<file path="src/logic/comc_pkg.sv">
// Package for the operating-mode control block: register map, fields, modes.
// Assumes a 32-bit APB slave with one aligned word per register.
`default_nettype none
package comc_pkg;
	localparam logic [7:0] CTRL_OFFSET   = 8'h00;       // Operating control register
	localparam logic [7:0] STATUS_OFFSET = 8'h04;       // Mode status register
	localparam logic [7:0] SLEEP_OFFSET  = 8'h08;       // Sleep instruction strobe
	localparam int         TSEL_BIT      = 6;           // timer_clock_select
	localparam int         CSEL_BIT      = 5;           // cpu_clock_select
	localparam int         IDLE_BIT      = 4;           // Halt-mode select
	localparam logic [7:0] CTRL_RESET    = 8'h20;       // Main clock for the CPU, sub clock for the timers
	localparam logic [7:0] CTRL_MASK     = 8'h70;       // Writable bits
	typedef enum logic [1:0] {
		COMC_NORMAL = 2'h0,
		COMC_GREEN  = 2'h1,
		COMC_IDLE   = 2'h3,
		COMC_SLEEP  = 2'h2
	} comc_mode_t;
endpackage : comc_pkg
`default_nettype wire

</file>
<file path="src/logic/comc_clk_sel.sv">
// Timer clock source selection as a one-cycle tick.
// Assumes both source ticks are enables on sys_clk_i.
`default_nettype none
module comc_clk_sel (
	input  wire logic sel_i,       // 1 selects main tick
	input  wire logic sub_tick_i,  // Sub clock tick
	input  wire logic main_tick_i, // Main clock tick
	output logic      tick_o       // Selected tick
);
	// Plain mux; both inputs already share the system clock
	assign tick_o = sel_i ? main_tick_i : sub_tick_i;
endmodule : comc_clk_sel
`default_nettype wire

</file>
<file path="src/logic/comc_top.sv">
// Operating-mode control: clock source selects, sleep/idle entry, oscillator gating.
// Assumes an APB master on sys_clk_i and a wake strobe from outside logic.
//
// Our own choices: register access over APB and the address map.
`default_nettype none
// Behaviour
// RQ1: Timer counters tick from sub clock when select is 0, main when 1.
// RQ2: Processor clocks from sub oscillator at select 0, main oscillator at 1.
// RQ3: Clearing CPU clock select stops the main oscillator.
// RQ4: Sleep instruction with halt-mode bit 0 enters full sleep.
// RQ5: Sleep instruction with halt-mode bit 1 enters idle instead.
// RQ6: Full sleep stops both oscillators and halts the processor.
// RQ7: Normal mode runs both oscillators, processor on main oscillator.
// RQ8: Halt-mode bit acts only when the sleep instruction executes.
module comc_top (
	input  wire logic        sys_clk_i,      // 200 MHz system clock
	input  wire logic        rst_i,          // Synchronous reset, active high
	input  wire logic        psel,           // APB select
	input  wire logic        penable,        // APB enable
	input  wire logic        pwrite,         // APB direction
	input  wire logic [7:0]  paddr,          // APB byte address
	input  wire logic [31:0] pwdata,         // APB write data
	output logic      [31:0] prdata,         // APB read data
	output logic             pready,         // APB ready
	output logic             pslverr,        // APB error
	input  wire logic        sleep_instr_i,  // Sleep instruction executed, pulse
	input  wire logic        wake_i,         // Wake-up event, pulse
	input  wire logic        sub_tick_i,     // Sub clock enable tick
	input  wire logic        main_tick_i,    // Main clock enable tick
	output logic             main_osc_en_o,  // Main oscillator running
	output logic             sub_osc_en_o,   // Sub oscillator running
	output logic             cpu_on_main_o,  // Processor clock from main
	output logic             cpu_run_o,      // Processor executing
	output logic             timer_tick_o,   // Tick for timer_zero/two/three
	output logic [1:0]       mode_o          // Current operating mode
);
	// All block state in one record, registered in one place
	typedef struct packed {
		logic [7:0]          ctrl;
		comc_pkg::comc_mode_t mode;
		logic [31:0]         rdata;
		logic                main_en;
		logic                sub_en;
		logic                cpu_main;
		logic                run;
		logic                src_main;  // Processor source latched at halt entry
	} comc_state_t;

	comc_state_t st;
	comc_state_t next_st;
	logic        acc;
	logic        wr;
	logic        hit;
	logic        sleep_go;
	logic        ctrl_wr;
	logic        sleep_wr;

	// Address match for one register word; all eight address bits must agree
	function automatic logic reg_hit(input logic [7:0] a, input logic [7:0] off);
		reg_hit = (a == off);
	endfunction : reg_hit

	// Running mode chosen by the CPU clock select bit
	function automatic comc_pkg::comc_mode_t run_mode(input logic [7:0] ctrl);
		if (ctrl[comc_pkg::CSEL_BIT]) begin
			run_mode = comc_pkg::COMC_NORMAL;
		end else begin
			run_mode = comc_pkg::COMC_GREEN;
		end
	endfunction : run_mode

	// Halt mode chosen by the halt-mode select bit at the sleep instruction
	function automatic comc_pkg::comc_mode_t halt_mode(input logic [7:0] ctrl);
		if (ctrl[comc_pkg::IDLE_BIT]) begin
			halt_mode = comc_pkg::COMC_IDLE;
		end else begin
			halt_mode = comc_pkg::COMC_SLEEP;
		end
	endfunction : halt_mode

	// Only the three control bits are storable; the rest read back as zero
	function automatic logic [7:0] ctrl_write(input logic [31:0] d);
		ctrl_write = d[7:0] & comc_pkg::CTRL_MASK;
	endfunction : ctrl_write

	// Status word layout: run, cpu source, sub, main, then the mode code
	function automatic logic [31:0] status_word(input comc_state_t s);
		status_word = {26'h0, s.run, s.cpu_main, s.sub_en, s.main_en, s.mode};
	endfunction : status_word

	// Read decode; unmapped and write-only words read as zero
	// Status is sampled at setup, so it shows the state before the access
	function automatic logic [31:0] read_word(input logic [7:0] a, input comc_state_t s);
		read_word = 32'h0;
		if (reg_hit(a, comc_pkg::CTRL_OFFSET)) begin
			read_word = {24'h0, s.ctrl};
		end else if (reg_hit(a, comc_pkg::STATUS_OFFSET)) begin
			read_word = status_word(s);
		end
	endfunction : read_word

	// Zero-wait APB: every access completes in its first access cycle
	assign acc     = psel & penable;
	assign wr      = acc & pwrite;
	assign ctrl_wr = wr & reg_hit(paddr, comc_pkg::CTRL_OFFSET);
	// Only bit 0 of the strobe word acts; other bits are ignored
	assign sleep_wr = wr & reg_hit(paddr, comc_pkg::SLEEP_OFFSET) & pwdata[0];
	assign hit     = reg_hit(paddr, comc_pkg::CTRL_OFFSET)
		| reg_hit(paddr, comc_pkg::STATUS_OFFSET)
		| reg_hit(paddr, comc_pkg::SLEEP_OFFSET);
	assign pready  = 1'b1;
	// Error flags unmapped words only; writes to the status word are dropped
	assign pslverr = acc & ~hit;
	// Both sleep sources act alike; a strobe during a halt is ignored
	assign sleep_go = sleep_instr_i | sleep_wr;

	// Next-state logic for registers and the mode sequencer
	always_comb begin
		next_st = st;
		if (ctrl_wr) begin
			next_st.ctrl = ctrl_write(pwdata);
		end

		unique case (st.mode)
			comc_pkg::COMC_NORMAL,
			comc_pkg::COMC_GREEN: begin
				// A control write in the same cycle as sleep uses the new bits
				// RQ8: halt bit sampled only here
				if (sleep_go) begin
					// RQ4: idle bit 0 means sleep
					// RQ5: idle bit 1 means idle
					next_st.mode = halt_mode(next_st.ctrl);
					// Later writes while halted must not switch the idle source
					next_st.src_main = next_st.ctrl[comc_pkg::CSEL_BIT];
				end else begin
					next_st.mode = run_mode(next_st.ctrl);
				end
			end
			comc_pkg::COMC_IDLE,
			comc_pkg::COMC_SLEEP: begin
				// Wake returns to the mode chosen by the CPU clock select
				// A wake outside a halt has no effect
				if (wake_i) begin
					next_st.mode = run_mode(next_st.ctrl);
				end
			end
		endcase

		// Oscillator and processor outputs follow the next mode
		// Registered together with the mode, so they never lag it by a cycle
		unique case (next_st.mode)
			comc_pkg::COMC_NORMAL: begin
				// RQ7: both running, processor on main
				next_st.main_en  = 1'b1;
				next_st.sub_en   = 1'b1;
				next_st.cpu_main = 1'b1;
				next_st.run      = 1'b1;
			end
			comc_pkg::COMC_GREEN: begin
				// RQ3: main stopped on sub clock
				// RQ2: processor on sub oscillator
				// Sub clock keeps running so the timers can still count
				next_st.main_en  = 1'b0;
				next_st.sub_en   = 1'b1;
				next_st.cpu_main = 1'b0;
				next_st.run      = 1'b1;
			end
			comc_pkg::COMC_IDLE: begin
				// Idle keeps the source selected before entry, processor halted
				next_st.main_en  = next_st.src_main;
				next_st.sub_en   = 1'b1;
				next_st.cpu_main = next_st.src_main;
				next_st.run      = 1'b0;
			end
			comc_pkg::COMC_SLEEP: begin
				// RQ6: all stopped
				next_st.main_en  = 1'b0;
				next_st.sub_en   = 1'b0;
				next_st.cpu_main = 1'b0;
				next_st.run      = 1'b0;
			end
		endcase

		// Read data registered, so it is valid in the access cycle's setup+1
		next_st.rdata = 32'h0;
		if (psel && !penable && !pwrite) begin
			next_st.rdata = read_word(paddr, st);
		end
	end

	// State register
	always_ff @(posedge sys_clk_i) begin
		if (rst_i) begin
			st.ctrl     <= comc_pkg::CTRL_RESET;
			st.mode     <= comc_pkg::COMC_NORMAL;
			st.rdata    <= 32'h0;
			st.main_en  <= 1'b1;
			st.sub_en   <= 1'b1;
			st.cpu_main <= 1'b1;
			st.run      <= 1'b1;
			st.src_main <= 1'b1;
		end else begin
			st <= next_st;
		end
	end

	// Outputs straight from the state register
	assign prdata        = st.rdata;
	assign main_osc_en_o = st.main_en;
	assign sub_osc_en_o  = st.sub_en;
	assign cpu_on_main_o = st.cpu_main;
	assign cpu_run_o     = st.run;
	assign mode_o        = st.mode;

	// Gating by the enables keeps a stopped oscillator from ticking the timers
	// RQ1: timer source select
	comc_clk_sel u_tsel (
		.sel_i       (st.ctrl[comc_pkg::TSEL_BIT]),
		.sub_tick_i  (sub_tick_i & st.sub_en),
		.main_tick_i (main_tick_i & st.main_en),
		.tick_o      (timer_tick_o)
	);
endmodule : comc_top
`default_nettype wire

</file>
<file path="config.mk">
export PLATFORM = sky130hd
export DESIGN_NAME = comc_top
export DESIGN_NICKNAME = d
export VERILOG_FILES = /design/src/logic/comc_pkg.sv /design/src/logic/comc_clk_sel.sv /design/src/logic/comc_top.sv
export SDC_FILE = /design/constraint.sdc
export NUM_CORES = 1
export LEC_CHECK = 0
export ABC_AREA = 1
export BUFFER_PORTS_ARGS = -buffer_cell sky130_fd_sc_hd__buf_2
export CAP_MARGIN = 20
export CORE_MARGIN = 8
export CORE_UTILIZATION = 40
export CTS_CLUSTER_SIZE = 30
export DETAILED_ROUTE_END_ITERATION = 8
export PLACE_DENSITY = 0.88
export SYNTH_ARGS = -nofsm -noshare
export SYNTH_HDL_FRONTEND = slang
export SYNTH_SLANG_ARGS = --single-unit
</file>
<file path="constraint.sdc">
create_clock -name sys_clk_i -period 3 [get_ports sys_clk_i]
set_input_delay 0.6 -clock sys_clk_i [delete_from_list [all_inputs] [get_ports sys_clk_i]]
set_output_delay 0.6 -clock sys_clk_i [all_outputs]
set_load 0.02 [all_outputs]
</file>
==> impl_metrics.yaml <==
outcome:
  outcome: "complete, no violations"
synth:
  synth_commonest_cells: "buf_4 (36), nand2_1 (23), inv_1 (19), dfxtp_1 (16), nor2_1 (14)"
  synth_async_sr_flop_share: 0
  ys_seq_area_frac: 0.3204
  syn-cell-area_um2: 999.7
  syn_avg_cell_area_um2: 6.991
  ys_warn_count: 0
  yosysTopAreaCellShare: 0.3204
  ys_types: 19
  synth_seq_cells: 16
  yosys.area.top_type: "dfxtp_1"
  ys.flop_type: "dfxtp_1"
  yosysMostFrequentCell: "buf_4"
  synth_area_leaders: "dfxtp_1 (32%), buf_4 (27%), nand2_1 (8.6%), inv_1 (7.1%), nand3_1 (5.5%)"
  synth_edf_count: 0
  syn_inst: 143
timing:
  fmax_mhz: 420.3
  maxSlewHeadroom: 0.5679
  fin_skew_ps: 1.792
  tns_ps: 0
  whs_ps: 452.0
  finalCritPeriodShare: 0.7931
  finalCriticalPeriod_ps: 2379
  setup_viol: 0
  hold_viol: 0
  rsz0062_at_grt: "false"
  maxSlewViolCount: 0
  worstMarginPinSlew_ps: 642.2
worst_setup_path:
  slowest_delay_ps: 500
  start_kind: "input pin"
  reg2reg_slack_ps: 1900
  reg2reg_from: "mode_o[1]"
  crit_fanout: 4
  cp-endpoint: "pslverr"
  cp_slowest_cell: "nor4_1"
  arrival_ps: 1780
  path_class: "in -> out"
  crit_chain: "buf_2 > nor2_1 > nand2_2 > nor4_1 > a2111oi_0 > buf_2"
  crit_cells: 6
  cp-startpoint: "paddr[7]"
  crit_buf_inv: 2
  r2r-end: "sub_osc_en_o"
  end_kind: "primary output"
  reg2regPathDepth: 5
  required_ps: 2400
  critical-path-top-delay-family: "simple AND/OR/NAND/NOR gates"
  critPathMostFrequentCell: "buf_2"
detailed_routing:
  antenna_left: 0
  wl_per_cell_um: 10.85
  firstDrtPassIters: 4
  via_count: 835
  route.detailed.drc: 0
  totalWireLength_mm: 2.169
  via_per_inst: 4.175
  drtIter0Drc: 31
power:
  clockPowerShare: 0.312
  p_per_area_nw_per_um2: 425.0
  p_seq_frac: 0.490
  p_leak_nw: 0.6054
  combPwrFrac: 0.198
  p_int_mw: 0.3162
  ir_worst_vdd_mv: 0.1897
  switchingPower_mw: 0.1379
  netSwitchingFraction: 0.3037
die:
  core.rowCount: 18
  die_h_um: 65.99
  die_area_um2: 4355
  die_w_um: 65.99
  start_util: 0.4110
  io_pins: 90
  coreArea_um2: 2432
final_layout:
  drive_above_1_share: 0.2647
  fillers: 278
  antenna_cells: 0
  syn2layout_area_growth_pct: 6.883
  finalNetCount: 220
clocking:
  cts_buffers: 3
  cts_tree: "done"
  postCtsSetupBuffers: 0
  ctsResizeCount: 0
  root_buffer: "clkbuf_4"
  clockBufferDepth: 2
  cts.clk_slew.worst_paths_ps: 90
  insertion_delay_ps: 290
  clock_sinks: 16
  postCtsHoldBufs: 0
  h-tree-depth: 1
hold_path:
  hold_class: "reg -> reg"
global_route:
  grt_max_degree: 10
  grt_usage: 0.09488
  grt_pass1_wl_mm: 3.249
  antenna_found_initial: 0
  grt_pass1_vias: 808
  grt_overflow: 0
place:
  post-dp-hpwl_mm: 1.913
  place_congestion: 0.8021
  io_buffers: 35
flow_run:
  maxCapViolCount: 0
==> worst min path at each step <==
stage,depth (start not counted),start,endpoint
after global routing,2,sub_osc_en_o,prdata[3]
after detailed placement,2,sub_osc_en_o,prdata[3]
final,2,sub_osc_en_o,prdata[3]
after global placement,2,sub_osc_en_o,prdata[3]
after CTS,2,sub_osc_en_o,prdata[3]
after floorplan,2,st[44],prdata[5]
==> layout by cell type, fill, tap and decap left out <==
| cell type | count |
|---|---|
| nand4_1 | 1 |
| a21oi_1 | 6 |
| o21ai_0 | 1 |
| nor4_1 | 2 |
| nand2_1 | 23 |
| and3_1 | 1 |
| inv_1 | 19 |
| nor2_1 | 14 |
| nand3_1 | 11 |
| nand3b_1 | 1 |
| or2_1 | 1 |
| o21ai_1 | 1 |
| dfxtp_1 | 16 |
| a2111oi_0 | 1 |
| buf_2 | 35 |
| clkbuf_8 | 1 |
| nor2_4 | 1 |
| nand2_2 | 5 |
| conb_1 | 26 |
| clkbuf_4 | 3 |
| a31oi_1 | 1 |
==> flip-flops by register name, summed over array words and instances (netlist names) <==
register       count
prdata             7
sub_osc_en_o       1
st                 4
main_osc_en_o      1
cpu_run_o          1
mode_o             2
==> cell type report <==
| cell class | instances | area [um2] | area share |
|---|---|---|---|
| well taps | 30 | 37.54 | 0.03513 |
| flip-flops and latches | 16 | 320.3 | 0.2998 |
| clock buffers | 4 | 36.28 | 0.03396 |
| multi-input cells | 96 | 427.9 | 0.4005 |
| inverters | 19 | 71.32 | 0.06675 |
| repair buffers | 35 | 175.2 | 0.1639 |
==> cell families after synthesis <==
logic type | after synthesis | share of synthesized area
other | 2 | 0.007512
AND/OR/NAND/NOR | 60 | 0.2754
buffers and inverters | 55 | 0.3417
AO/OA/AOI/OAI | 10 | 0.05507
flip-flops | 16 | 0.3204
==> routing by layer <==
metal  share of wire  up-vias  track usage
met5               0        -            0
met4           0.016        0      0.03200
met3            0.12        5      0.05085
met2            0.54       27       0.1949
met1            0.32      364      0.07045
li1                -      439            -
==> power groups by stage <==
stage          clock network, mW  logic, mW  registers [mW]
2_1_floorplan                  0     0.0863           0.231
3_3_place_gp                   0     0.0873           0.227
3_5_place_dp                   0     0.0887           0.228
4_1_cts                    0.143     0.0888           0.223
5_1_grt                    0.150     0.0995           0.224
6_report                   0.142     0.0898           0.223
==> through the flow <==
step	setup WS [ps]	util	instances	cell area [um2]	power [mW]
detailed placement	613.6	0.4244	196	1032	0.3164
CTS	616.3	0.4393	200	1069	0.4543
global route	491.1	0.4393	200	1069	0.4728
floorplan	485.9	-	167	1090	0.3172
finish	620.6	0.4393	200	1069	0.4541
global placement	690.7	0.4244	196	1032	0.3146
==> tightest hold or removal path, cell delays in order, from the launching register on <==
cell and delay [ps]:
dfxtp_1 330, inv_1 50, nor2_1 30
Note: power is estimated with default switching activity, not from simulation.
